===== config.mk =====
export PLATFORM = sky130hd
export DESIGN_NAME = relay_threshold_pwm_control
export DESIGN_NICKNAME = d
export VERILOG_FILES = /design/src/include/relay_pwm_pkg.sv /design/src/hdl/relay_threshold_pwm_control.sv
export SDC_FILE = /design/constraint.sdc
export NUM_CORES = 2
export LEC_CHECK = 0
export ABC_AREA = 1
export BUFFER_PORTS_ARGS = -buffer_cell sky130_fd_sc_hd__buf_2
export CAP_MARGIN = 20
export CORE_MARGIN = 2
export CORE_UTILIZATION = 50
export DETAILED_ROUTE_END_ITERATION = 6
export GPL_TIMING_DRIVEN = 0
export PLACE_DENSITY = 0.65
export SYNTH_ARGS = -nofsm -noshare
export SYNTH_HDL_FRONTEND = slang
export SYNTH_SLANG_ARGS = --single-unit

===== constraint.sdc =====
create_clock -name i_clock -period 139 [get_ports i_clock]
set_input_delay 6.95 -clock i_clock [delete_from_list [all_inputs] [get_ports i_clock]]
set_output_delay 6.95 -clock i_clock [all_outputs]
set_load 0.02 [all_outputs]

===== src/include/relay_pwm_pkg.sv =====
/*
 Shared constants and types of the relay and pulse output control block.
 Assumes a 20 MHz system clock and a 32-bit APB register bus.
*/
package relay_pwm_pkg;
   // ----------------------------------------
   // timing
   // ----------------------------------------
   localparam int CLK_PERIOD_NS = 50;
   localparam int MS_NS = 1000000;
   localparam int MS_CYCLES = MS_NS / CLK_PERIOD_NS;
   localparam int QV_TIMEOUT_MS = 5000;
   localparam int MENU_HOLD_MS = 2000;
   localparam int MENU_IDLE_MS = 60000;
   localparam int ERR_SHOW_MS = 1000;
   localparam int UNIT_FINE_MS = 100;
   localparam int UNIT_COARSE_MS = 6000;
   localparam int PW_DIGITS = 4;
   localparam int QV_ITEMS = 8;
   localparam int TOP_ITEMS = 8;
   localparam int SUB_ITEMS = 8;
   // ----------------------------------------
   // register map
   // ----------------------------------------
   localparam logic [7:0] CTRL_OFS = 8'h00;
   localparam logic [7:0] THR_OFS = 8'h04;
   localparam logic [7:0] HYSTERESIS_WIDTH_OFS = 8'h08;
   localparam logic [7:0] DELAY_OFS = 8'h0C;
   localparam logic [7:0] SPAN_OFS = 8'h10;
   localparam logic [7:0] PERIOD_OFS = 8'h14;
   localparam logic [7:0] MINT_OFS = 8'h18;
   localparam logic [7:0] FILL_OFS = 8'h1C;
   localparam logic [7:0] PASS_OFS = 8'h20;
   localparam logic [7:0] STATUS_OFS = 8'h24;
   localparam logic [15:0] PERIOD_RESET = 16'h03E8;
   localparam logic [6:0] FILL_FULL = 7'h64;
   // ----------------------------------------
   // types
   // ----------------------------------------
   typedef enum logic [2:0] {
      MODE_NOAC = 3'h0, MODE_ON = 3'h1, MODE_OFF = 3'h2,
      MODE_IN = 3'h3, MODE_OUT = 3'h4, MODE_PULSE_WIDTH_SELECTION = 3'h5
   } mode_t;
   typedef enum logic [2:0] {
      ST_MEAS = 3'b000, ST_PASS = 3'b001, ST_TOP = 3'b011, ST_SUB = 3'b010,
      ST_EDIT = 3'b110, ST_ERR = 3'b111, ST_QEDIT = 3'b101
   } menu_t;
   typedef struct packed {
      logic [21:0] rsvd;
      logic [2:0] display_menu_sel;
      logic free_access;
      logic coarse_unit;
      logic [1:0] alarm_action;
      mode_t mode;
   } ctrl_t;
   localparam ctrl_t CTRL_RESET = '0;
   typedef struct packed {
      logic up;
      logic down;
      logic enter;
      logic esc;
   } key_t;
   typedef struct packed {
      menu_t state;
      logic [2:0] qv_index;
      logic [3:0] digit_shown;
      logic err;
   } display_menu_t;
endpackage


===== src/hdl/relay_threshold_pwm_control.sv =====
/*
 Relay threshold control, pulse width output and front panel menu walker.
 Assumes keys arrive from pins, value and alarm come from logic on i_clock,
 and software programs it over APB with zero wait states.
*/
// Contract
// - both thresholds share hysteresis, delays, unit, alarm
// - inside energises in zone, outside reverses
// - thresholds accepted in either order
// - pulse mode only on open-collector output
// - duty linear with source across span
// - below low limit output stays low
// - above high limit output stays high
// - duty is high time over period
// - minimum high and low times win
// - minimums exceeding period force output low
// - alarm forces programmed fill percentage
// - quick view steps, reverts after 5 s
// - free access edits threshold from quick view
// - menu entry needs 2 s escape hold
// - password shows only edited digit
// - correct password opens menu, else error
// - enter descends submenu or starts editing
// - escape climbs one level, then measurement
// - one minute idle leaves menu unless editing
// - inside on between lower+hysteresis_width and higher-hysteresis_width
// - short excursions below delay change nothing
`timescale 1ns/1ps
module relay_threshold_pwm_control #(
   parameter int MS_CYCLES = relay_pwm_pkg::MS_CYCLES
) (
   input wire logic i_clock,
   input wire logic i_rst_n,
   input wire logic i_psel,
   input wire logic i_penable,
   input wire logic i_pwrite,
   input wire logic [7:0] i_paddr,
   input wire logic [31:0] i_pwdata,
   output logic [31:0] o_prdata,
   output logic o_pready,
   output logic o_pslverr,
   input wire logic signed [15:0] i_value,
   input wire logic i_alarm,
   input wire logic i_oc_fitted,
   input wire relay_pwm_pkg::key_t i_keys,
   output logic o_relay,
   output relay_pwm_pkg::display_menu_t o_display_menu
);
   import relay_pwm_pkg::*;

   // ----------------------------------------
   // registers
   // ----------------------------------------
   ctrl_t ctrl_q;
   logic signed [15:0] thr1_q, thr2_q, span_lo_q, span_hi_q;
   logic [15:0] hysteresis_width_q, ton_q, turn_off_delay_q, period_q, min_hi_q, min_lo_q, pass_q;
   logic [6:0] fill_q;
   logic [31:0] rdata_d;
   logic mapped, wr_acc;
   logic relay_q, pwm_w, out_d, conflict, pulse_width_selection_ok;
   menu_t menu_q;
   logic [2:0] qv_q;
   logic [1:0] pw_pos_q;
   logic [3:0] pw_dig_q [PW_DIGITS];

   assign o_pready = 1'b1;
   assign mapped = (i_paddr[1:0] == 2'b00) && (i_paddr <= STATUS_OFS);
   assign wr_acc = i_psel && i_penable && i_pwrite && mapped;
   assign o_pslverr = i_psel && i_penable && !mapped;

   // software writes
   always_ff @(posedge i_clock or negedge i_rst_n) begin
      if (!i_rst_n) begin
         ctrl_q <= CTRL_RESET;
         thr1_q <= '0;
         thr2_q <= '0;
         hysteresis_width_q <= '0;
         ton_q <= '0;
         turn_off_delay_q <= '0;
         span_lo_q <= '0;
         span_hi_q <= '0;
         period_q <= PERIOD_RESET;
         min_hi_q <= '0;
         min_lo_q <= '0;
         fill_q <= '0;
         pass_q <= '0;
      end else if (wr_acc) begin
         unique case (i_paddr)
            CTRL_OFS: ctrl_q <= ctrl_t'({22'h0, i_pwdata[9:0]});
            THR_OFS: begin
               thr1_q <= i_pwdata[15:0];
               thr2_q <= i_pwdata[31:16];
            end
            HYSTERESIS_WIDTH_OFS: hysteresis_width_q <= i_pwdata[15:0];
            DELAY_OFS: begin
               ton_q <= i_pwdata[15:0];
               turn_off_delay_q <= i_pwdata[31:16];
            end
            SPAN_OFS: begin
               span_lo_q <= i_pwdata[15:0];
               span_hi_q <= i_pwdata[31:16];
            end
            PERIOD_OFS: period_q <= i_pwdata[15:0];
            MINT_OFS: begin
               min_hi_q <= i_pwdata[15:0];
               min_lo_q <= i_pwdata[31:16];
            end
            FILL_OFS: fill_q <= i_pwdata[6:0];
            PASS_OFS: pass_q <= i_pwdata[15:0];
            default: ;
         endcase
      end
   end

   // read mux, latched in the setup cycle
   always_comb begin
      unique case (i_paddr)
         CTRL_OFS: rdata_d = ctrl_q;
         THR_OFS: rdata_d = {thr2_q, thr1_q};
         HYSTERESIS_WIDTH_OFS: rdata_d = {16'h0, hysteresis_width_q};
         DELAY_OFS: rdata_d = {turn_off_delay_q, ton_q};
         SPAN_OFS: rdata_d = {span_hi_q, span_lo_q};
         PERIOD_OFS: rdata_d = {16'h0, period_q};
         MINT_OFS: rdata_d = {min_lo_q, min_hi_q};
         FILL_OFS: rdata_d = {25'h0, fill_q};
         PASS_OFS: rdata_d = {16'h0, pass_q};
         STATUS_OFS: rdata_d = {19'h0, conflict, pw_pos_q, qv_q, menu_q,
            pulse_width_selection_ok, i_alarm, pwm_w, relay_q};
         default: rdata_d = 32'h0;
      endcase
   end

   always_ff @(posedge i_clock or negedge i_rst_n) begin
      if (!i_rst_n) begin
         o_prdata <= '0;
      end else if (i_psel && !i_penable) begin
         o_prdata <= rdata_d;
      end
   end

   // ----------------------------------------
   // timebase
   // ----------------------------------------
   logic [15:0] div_q;
   logic [12:0] unit_q;
   logic ms_tick, unit_tick;
   assign ms_tick = (div_q == 16'(MS_CYCLES - 1));
   assign unit_tick = ms_tick && (unit_q == (ctrl_q.coarse_unit ?
      13'(UNIT_COARSE_MS - 1) : 13'(UNIT_FINE_MS - 1)));

   // millisecond and delay-unit enables
   always_ff @(posedge i_clock or negedge i_rst_n) begin
      if (!i_rst_n) begin
         div_q <= '0;
         unit_q <= '0;
      end else begin
         div_q <= ms_tick ? 16'h0 : div_q + 16'h1;
         if (unit_tick) begin
            unit_q <= '0;
         end else if (ms_tick) begin
            unit_q <= unit_q + 13'h1;
         end
      end
   end

   // ----------------------------------------
   // relay switching
   // ----------------------------------------
   logic signed [16:0] v, lo, hi, h;
   logic want_on, want_off, target, differ;
   logic [15:0] dcnt_q, dly_sel;
   assign v = 17'(i_value);
   assign h = {1'b0, hysteresis_width_q};
   assign lo = (thr1_q < thr2_q) ? 17'(thr1_q) : 17'(thr2_q);
   assign hi = (thr1_q < thr2_q) ? 17'(thr2_q) : 17'(thr1_q);
   assign pulse_width_selection_ok = (ctrl_q.mode == MODE_PULSE_WIDTH_SELECTION) && i_oc_fitted;

   // border tests; between borders the state is held
   always_comb begin
      want_on = 1'b0;
      want_off = 1'b0;
      unique case (ctrl_q.mode)
         MODE_ON: begin
            want_on = v > lo + h;
            want_off = v < lo - h;
         end
         MODE_OFF: begin
            want_on = v < lo - h;
            want_off = v > lo + h;
         end
         MODE_IN: begin
            want_on = (v > lo + h) && (v < hi - h);
            want_off = (v < lo - h) || (v > hi + h);
         end
         MODE_OUT: begin
            want_on = (v < lo - h) || (v > hi + h);
            want_off = (v > lo + h) && (v < hi - h);
         end
         default: want_off = 1'b1;
      endcase
   end

   assign target = want_on ? 1'b1 : (want_off ? 1'b0 : relay_q);
   assign differ = target != relay_q;
   assign dly_sel = target ? ton_q : turn_off_delay_q;

   // delay filter; an excursion that ends early restarts the count
   always_ff @(posedge i_clock or negedge i_rst_n) begin
      if (!i_rst_n) begin
         dcnt_q <= '0;
      end else if (!differ || i_alarm) begin
         dcnt_q <= '0;
      end else if (unit_tick && dcnt_q != 16'hFFFF) begin
         dcnt_q <= dcnt_q + 16'h1;
      end
   end

   // relay state, with alarm override shared by both thresholds
   always_ff @(posedge i_clock or negedge i_rst_n) begin
      if (!i_rst_n) begin
         relay_q <= 1'b0;
      end else if (i_alarm && ctrl_q.alarm_action != 2'h0) begin
         relay_q <= ctrl_q.alarm_action == 2'h1;
      end else if (!i_alarm && differ && dcnt_q >= dly_sel) begin
         relay_q <= target;
      end
   end

   // ----------------------------------------
   // pulse width output
   // ----------------------------------------
   logic [15:0] pcnt_q, high_q, high_d, room;
   logic [32:0] raw;
   logic [16:0] span, offs;
   logic [22:0] alarm_prod;
   logic [6:0] fill;
   logic boundary;
   assign boundary = ms_tick && (pcnt_q >= period_q - 16'h1);
   assign span = 17'(span_hi_q - span_lo_q);
   assign offs = 17'(i_value - span_lo_q);
   assign fill = (fill_q > FILL_FULL) ? FILL_FULL : fill_q;
   assign alarm_prod = period_q * fill;
   assign conflict = 17'(min_hi_q) + 17'(min_lo_q) > 17'(period_q);
   assign room = period_q - min_lo_q;

   // high time for the coming period
   always_comb begin
      if (i_alarm) begin
         raw = 33'(alarm_prod / 23'(FILL_FULL));
      end else if (i_value < span_lo_q) begin
         raw = '0;
      end else if (i_value > span_hi_q || span == 17'h0) begin
         raw = 33'(period_q);
      end else begin
         raw = (33'(offs) * 33'(period_q)) / 33'(span);
      end
      high_d = raw[15:0];
      if (high_d < min_hi_q) begin
         high_d = min_hi_q;
      end
      if (high_d > room) begin
         high_d = room;
      end
   end

   // period counter and per-period high time
   always_ff @(posedge i_clock or negedge i_rst_n) begin
      if (!i_rst_n) begin
         pcnt_q <= '0;
         high_q <= '0;
      end else if (boundary) begin
         pcnt_q <= '0;
         high_q <= high_d;
      end else if (ms_tick) begin
         pcnt_q <= pcnt_q + 16'h1;
      end
   end

   assign pwm_w = !conflict && (pcnt_q < high_q);
   assign out_d = pulse_width_selection_ok ? pwm_w : (relay_q && ctrl_q.mode != MODE_PULSE_WIDTH_SELECTION);

   always_ff @(posedge i_clock or negedge i_rst_n) begin
      if (!i_rst_n) begin
         o_relay <= 1'b0;
      end else begin
         o_relay <= out_d;
      end
   end

   // ----------------------------------------
   // keypad
   // ----------------------------------------
   key_t k1_q, k2_q, k3_q, press;
   logic any_press;
   logic [16:0] idle_q;
   logic [10:0] hold_q;

   // pin synchroniser and press edges
   always_ff @(posedge i_clock or negedge i_rst_n) begin
      if (!i_rst_n) begin
         k1_q <= '0;
         k2_q <= '0;
         k3_q <= '0;
      end else begin
         k1_q <= i_keys;
         k2_q <= k1_q;
         k3_q <= k2_q;
      end
   end
   assign press = k2_q & ~k3_q;
   assign any_press = |press;

   // idle and hold timers in milliseconds
   always_ff @(posedge i_clock or negedge i_rst_n) begin
      if (!i_rst_n) begin
         idle_q <= '0;
         hold_q <= '0;
      end else begin
         if (any_press) begin
            idle_q <= '0;
         end else if (ms_tick && idle_q != 17'h1FFFF) begin
            idle_q <= idle_q + 17'h1;
         end
         if (!k2_q.esc || menu_q != ST_MEAS) begin
            hold_q <= '0;
         end else if (ms_tick && hold_q != 11'(MENU_HOLD_MS)) begin
            hold_q <= hold_q + 11'h1;
         end
      end
   end

   // ----------------------------------------
   // menu walker
   // ----------------------------------------
   logic [2:0] top_q, sub_q;
   logic pw_ok, held;
   assign pw_ok = {pw_dig_q[0], pw_dig_q[1], pw_dig_q[2], pw_dig_q[3]} == pass_q;
   assign held = hold_q == 11'(MENU_HOLD_MS);

   always_ff @(posedge i_clock or negedge i_rst_n) begin
      if (!i_rst_n) begin
         menu_q <= ST_MEAS;
         top_q <= '0;
         sub_q <= '0;
         pw_pos_q <= '0;
      end else begin
         unique case (menu_q)
            ST_MEAS: begin
               if (held) begin
                  menu_q <= (pass_q != 16'h0) ? ST_PASS : ST_TOP;
                  top_q <= '0;
                  pw_pos_q <= '0;
               end else if (press.enter && ctrl_q.free_access && qv_q < 3'h2) begin
                  menu_q <= ST_QEDIT;
               end
            end
            ST_PASS: begin
               if (press.enter) begin
                  pw_pos_q <= pw_pos_q + 2'h1;
                  if (pw_pos_q == 2'(PW_DIGITS - 1)) begin
                     menu_q <= pw_ok ? ST_TOP : ST_ERR;
                  end
               end else if (press.esc) begin
                  menu_q <= ST_MEAS;
               end
            end
            ST_TOP: begin
               if (press.up) begin
                  top_q <= (top_q == 3'(TOP_ITEMS - 1)) ? 3'h0 : top_q + 3'h1;
               end else if (press.down) begin
                  top_q <= (top_q == 3'h0) ? 3'(TOP_ITEMS - 1) : top_q - 3'h1;
               end else if (press.enter) begin
                  menu_q <= ST_SUB;
                  sub_q <= '0;
               end else if (press.esc || idle_q >= 17'(MENU_IDLE_MS)) begin
                  menu_q <= ST_MEAS;
               end
            end
            ST_SUB: begin
               if (press.up) begin
                  sub_q <= (sub_q == 3'(SUB_ITEMS - 1)) ? 3'h0 : sub_q + 3'h1;
               end else if (press.down) begin
                  sub_q <= (sub_q == 3'h0) ? 3'(SUB_ITEMS - 1) : sub_q - 3'h1;
               end else if (press.enter) begin
                  menu_q <= ST_EDIT;
               end else if (press.esc) begin
                  menu_q <= ST_TOP;
               end else if (idle_q >= 17'(MENU_IDLE_MS)) begin
                  menu_q <= ST_MEAS;
               end
            end
            ST_EDIT: begin
               if (press.enter || press.esc) begin
                  menu_q <= ST_SUB;
               end
            end
            ST_QEDIT: begin
               if (press.enter || press.esc) begin
                  menu_q <= ST_MEAS;
               end
            end
            ST_ERR: begin
               if (idle_q >= 17'(ERR_SHOW_MS)) begin
                  menu_q <= ST_MEAS;
               end
            end
            default: menu_q <= ST_MEAS;
         endcase
      end
   end

   // password digits, one per position, stepped by up and down
   for (genvar g = 0; g < PW_DIGITS; g++) begin : g_pw
      always_ff @(posedge i_clock or negedge i_rst_n) begin
         if (!i_rst_n) begin
            pw_dig_q[g] <= '0;
         end else if (menu_q != ST_PASS) begin
            pw_dig_q[g] <= '0;
         end else if (pw_pos_q == 2'(g) && press.up) begin
            pw_dig_q[g] <= (pw_dig_q[g] == 4'h9) ? 4'h0 : pw_dig_q[g] + 4'h1;
         end else if (pw_pos_q == 2'(g) && press.down) begin
            pw_dig_q[g] <= (pw_dig_q[g] == 4'h0) ? 4'h9 : pw_dig_q[g] - 4'h1;
         end
      end
   end

   // quick view item, back to the display choice after 5 s idle
   always_ff @(posedge i_clock or negedge i_rst_n) begin
      if (!i_rst_n) begin
         qv_q <= '0;
      end else if (menu_q != ST_MEAS) begin
         qv_q <= ctrl_q.display_menu_sel;
      end else if (press.up) begin
         qv_q <= (qv_q == 3'(QV_ITEMS - 1)) ? 3'h0 : qv_q + 3'h1;
      end else if (press.down) begin
         qv_q <= (qv_q == 3'h0) ? 3'(QV_ITEMS - 1) : qv_q - 3'h1;
      end else if (idle_q >= 17'(QV_TIMEOUT_MS)) begin
         qv_q <= ctrl_q.display_menu_sel;
      end
   end

   // display view; password shows only the digit under edit
   always_ff @(posedge i_clock or negedge i_rst_n) begin
      if (!i_rst_n) begin
         o_display_menu <= '0;
      end else begin
         o_display_menu.state <= menu_q;
         o_display_menu.qv_index <= qv_q;
         o_display_menu.digit_shown <= (menu_q == ST_PASS) ? 4'h1 << pw_pos_q : 4'h0;
         o_display_menu.err <= menu_q == ST_ERR;
      end
   end
endmodule


==> reports/metrics.sh <==
FIRST_ITER_VIOLATIONS=5074
SYN_NETS=11000
FLOORPLAN.DIE.HEIGHT_UM=370
SYNTH.TOP_CELLS.BY_AREA='sky130_fd_sc_hd__ha_1 17%, sky130_fd_sc_hd__dfrtp_1 14%, sky130_fd_sc_hd__nand2_1 12%, sky130_fd_sc_hd__inv_1 8.8%, sky130_fd_sc_hd__fa_1 8.5%'
FLOORPLAN.DIE.WIDTH_UM=370
GRT_USE_MET3_PCT=6.14
BUSIEST_LAYER='met2'
IO-PIN-COUNT=113
CTSLONGESTPATHBUFFERS=3
FINAL_COMMON_CELL='sky130_fd_sc_hd__nand2_1'
LAYOUT_COMMON_CELLS='2171 x sky130_fd_sc_hd__nand2_1, 1569 x sky130_fd_sc_hd__inv_1, 920 x sky130_fd_sc_hd__ha_1, 707 x sky130_fd_sc_hd__o21ai_0, 660 x sky130_fd_sc_hd__nor2_1'
POSTCTSHOLDBUFS=0
ARRIVAL_NS=125.53
SYNTH_SEQUENTIAL_AREA_RATIO_PCT=14.2
POST_SYNTH_INST_COUNT=9735
CTSROOTBUFFERMASTER='sky130_fd_sc_hd__clkbuf_16'
WORST_PATH_CLASS_SETUP='input pin to flip-flop'
AREA_GROWTH_PCT=7.27
DETAILED_PLACE_HPWL_UM=194000
YOSYS.CELL_TYPES.COUNT=89
MAX_CAP_VIOLATIONS=0
PORT-BUFFER-COUNT=111
FINAL.SETUP.TNS_NS=0
PLACEMENT_ROWS=134
MAX_SLEW.WORST_PIN.SLEW_NS=1.30
PERIOD_SHARE_PCT=89.9
MAXIMUM_NUMBER_OF_PINS_ON_ONE_NET_BEFORE_GLOBAL_ROUTE_REPAIR=108
PLACE.GP.CONGESTION=1.08
WIRE_PER_INST_UM=19.7
CLK_SKEW_NS=0.0615
SYNTHDOMINANTCELLAREASHARE_PCT=17.2
CLKSLEWWORSTSETUPHOLDPATHS_NS=0.07
SETUP.WORST_PATH.END_CLASS='flip-flop'
POST-SYNTH-TOP-AREA-CELL='sky130_fd_sc_hd__ha_1'
LARGEST_REGISTER='o_prdata'
SYNTH.CELL_AREA_SQ_UM=67000
WORST_R2R_PATH_DEPTH=753
GRT.MET2_USAGE_PCT=52.9
DPL_WORST_SLACK_NS=11.49
VIAS=65600
NUMBER_OF_FLIP_FLOPS_IN_THE_LARGEST_REGISTER=32
FINAL-HOLD-VIOLATION-COUNT=0
MAX_H_TREE_LEVEL=2
WORST_PATH_LARGEST_CELL_DELAY_NS=0.57
DETAIL_ROUTE.FIRST_PASS.ITERATIONS=7
GRT_USE_TOTAL_PCT=33.3
TIMING.HOLD.WORST_PATH_DEPTH=0
CRIT_SLOWEST_CELL='sky130_fd_sc_hd__fa_1'
FIN_CRIT_NS=125.00
SLEW_VIOL_FINAL=0
NNETSFINAL=11200
OUTCOME='completed'
CRIT_PATH_MAX_FANOUT=19
FRACTION_OF_LAYOUT_CELLS_WITH_A_SIZE_SUFFIX_ABOVE_1_PCT=7.40
ANTENNA_VIOLATIONS_BEFORE_REPAIR=5
DESIGN.CORE.AREA_SQ_UM=133000
INITIAL_UTILIZATION_PCT=50.3
GRT_FIRST_PASS_WIRELENGTH_UM=355000
DETAIL_ROUTE.VIAS_PER_CELL=5.60
DRT_WL_TOTAL_UM=231000
FINAL_ANTENNA_VIOLATING_NET_COUNT=0
HOLD_PATH.CLASS='flip-flop to flip-flop'
MAXSLEWHEADROOM_PCT=13.4
SYNTHFLOPTYPE='sky130_fd_sc_hd__dfrtp_1'
CTS.SINKS=379
CLKLATENCYLATEPIN_NS=0.65
DRC=0
OVERFLOW=0
REG_TOP3='o_prdata x32, idle_q x17'
ASYNC_FLOP_SHARE_PCT=100
CTS_BUFFERS=45
FP.DIEAREA_SQ_UM=137000
SETUP_VIOLATIONS=0
FIRST_GLOBAL_VIAS=62400
YOSYS_REGISTER_BITS=379
COUNT_OF_FLIP_FLOPS_WITH_A_BUILT_IN_ENABLE_AFTER_SYNTHESIS=0
CLOCK.FMAX_MHz=8.00
START_KIND='input pin'
GROUTE.LAYER.MET1.USAGE_PCT=43.7
TRITONCTS='built'
RSZ0062_AT_GRT='false'
SYNTH.AVG_CELL_AREA_SQ_UM=6.89
YOSYS_WARNINGS=0
WORST_EP_REQUIRED_TIME_NS=139.52
FINAL_CRITICAL_PATH_SETUP_SLACK_NS=14.00
CRIT_TOP_CELL='sky130_fd_sc_hd__inv_1'
## cell type report
type                       instances  area [sq um]
antenna                            1          2.50
buffer                           211          1070
clock buffer                      52          1180
clock inverter                    32           435
fill                           13300         61400
inverter                        1663          6280
multi-input combinational       7481         50300
sequential                       379          9490
tap                             1768          2210
timing repair buffer             136           962
## critical path: cells and delay by family
kind	cells	cell delay (ns)
compound gates	322	59.97
buf+inv	240	32.32
simple gates	312	35.90
fa+ha+maj	47	16.26
## cell families (layout without fill, tap and decap cells)
kind of cell / count (synthesis) / after routing / synth area share, %
and+or+nand+nor: 3881 / 3881 / 26.3
buffers and inverters: 1875 / 2094 / 10.9
AOI/OAI and AO/OA: 1853 / 1853 / 15.8
adders and majority gates: 1206 / 1206 / 25.7
xor gates and xnor gates: 521 / 521 / 6.82
DFF: 379 / 379 / 14.2
muxes: 19 / 19 / 0.312
other: 1 / 2 / 0.00559
## synthesized netlist by cell type, drive strengths merged, types with 43 or more instances
library cell / n
nor2: 720
nand3: 443
fa: 285
clkinv: 43
xor2: 380
a21o: 47
nor3: 106
nand2: 2319
o21ai: 760
a21oi: 619
or2: 66
xnor2: 141
ha: 921
o22ai: 82
inv: 1619
nand4: 139
dfrtp: 373
clkbuf: 172
o21bai: 100
## timing repair
item	4_1_cts	5_1_grt
gates resized for setup	0	34
buffers inserted	0	0
setup endpoints to repair	0	16
## routing by layer
layer | up-vias | wire, um
met3 | 459 | 18000
met1 | 31000 | 100000
met2 | 1984 | 101000
met5 | - | 46
met4 | 6 | 12600
li1 | 32100 | -
## through the flow
| stage | area [sq um] | util, % | instances | hold slack, ns |
|---|---|---|---|---|
| finish | 71900 | 53.9 | 11700 | 0.353 |
| CTS | 71800 | 53.9 | 11700 | 0.354 |
| global placement | 69800 | 52.4 | 11600 | 0.334 |
| floorplan | 67000 | - | 9735 | 0.331 |
| global route | 71900 | 53.9 | 11700 | 0.365 |
| detailed placement | 70200 | 52.7 | 11600 | 0.339 |
## final timing paths
path                               from    endpoint  slack, ns
setup reg to reg           span_lo_q[1]  high_q[13]      20.10
setup / recovery             i_value[0]  high_q[13]      14.00
max in group asynchronous       i_rst_n   hold_q[5]     131.61
min in group asynchronous       i_rst_n   idle_q[8]       6.28
hold reg to reg                 k1_q[0]     k2_q[0]       0.35
hold / removal                  k1_q[0]     k2_q[0]       0.35
Power is left out: the tool's default activity adds up to more than one toggle a clock period on the data nets, which glitch-free logic cannot reach.
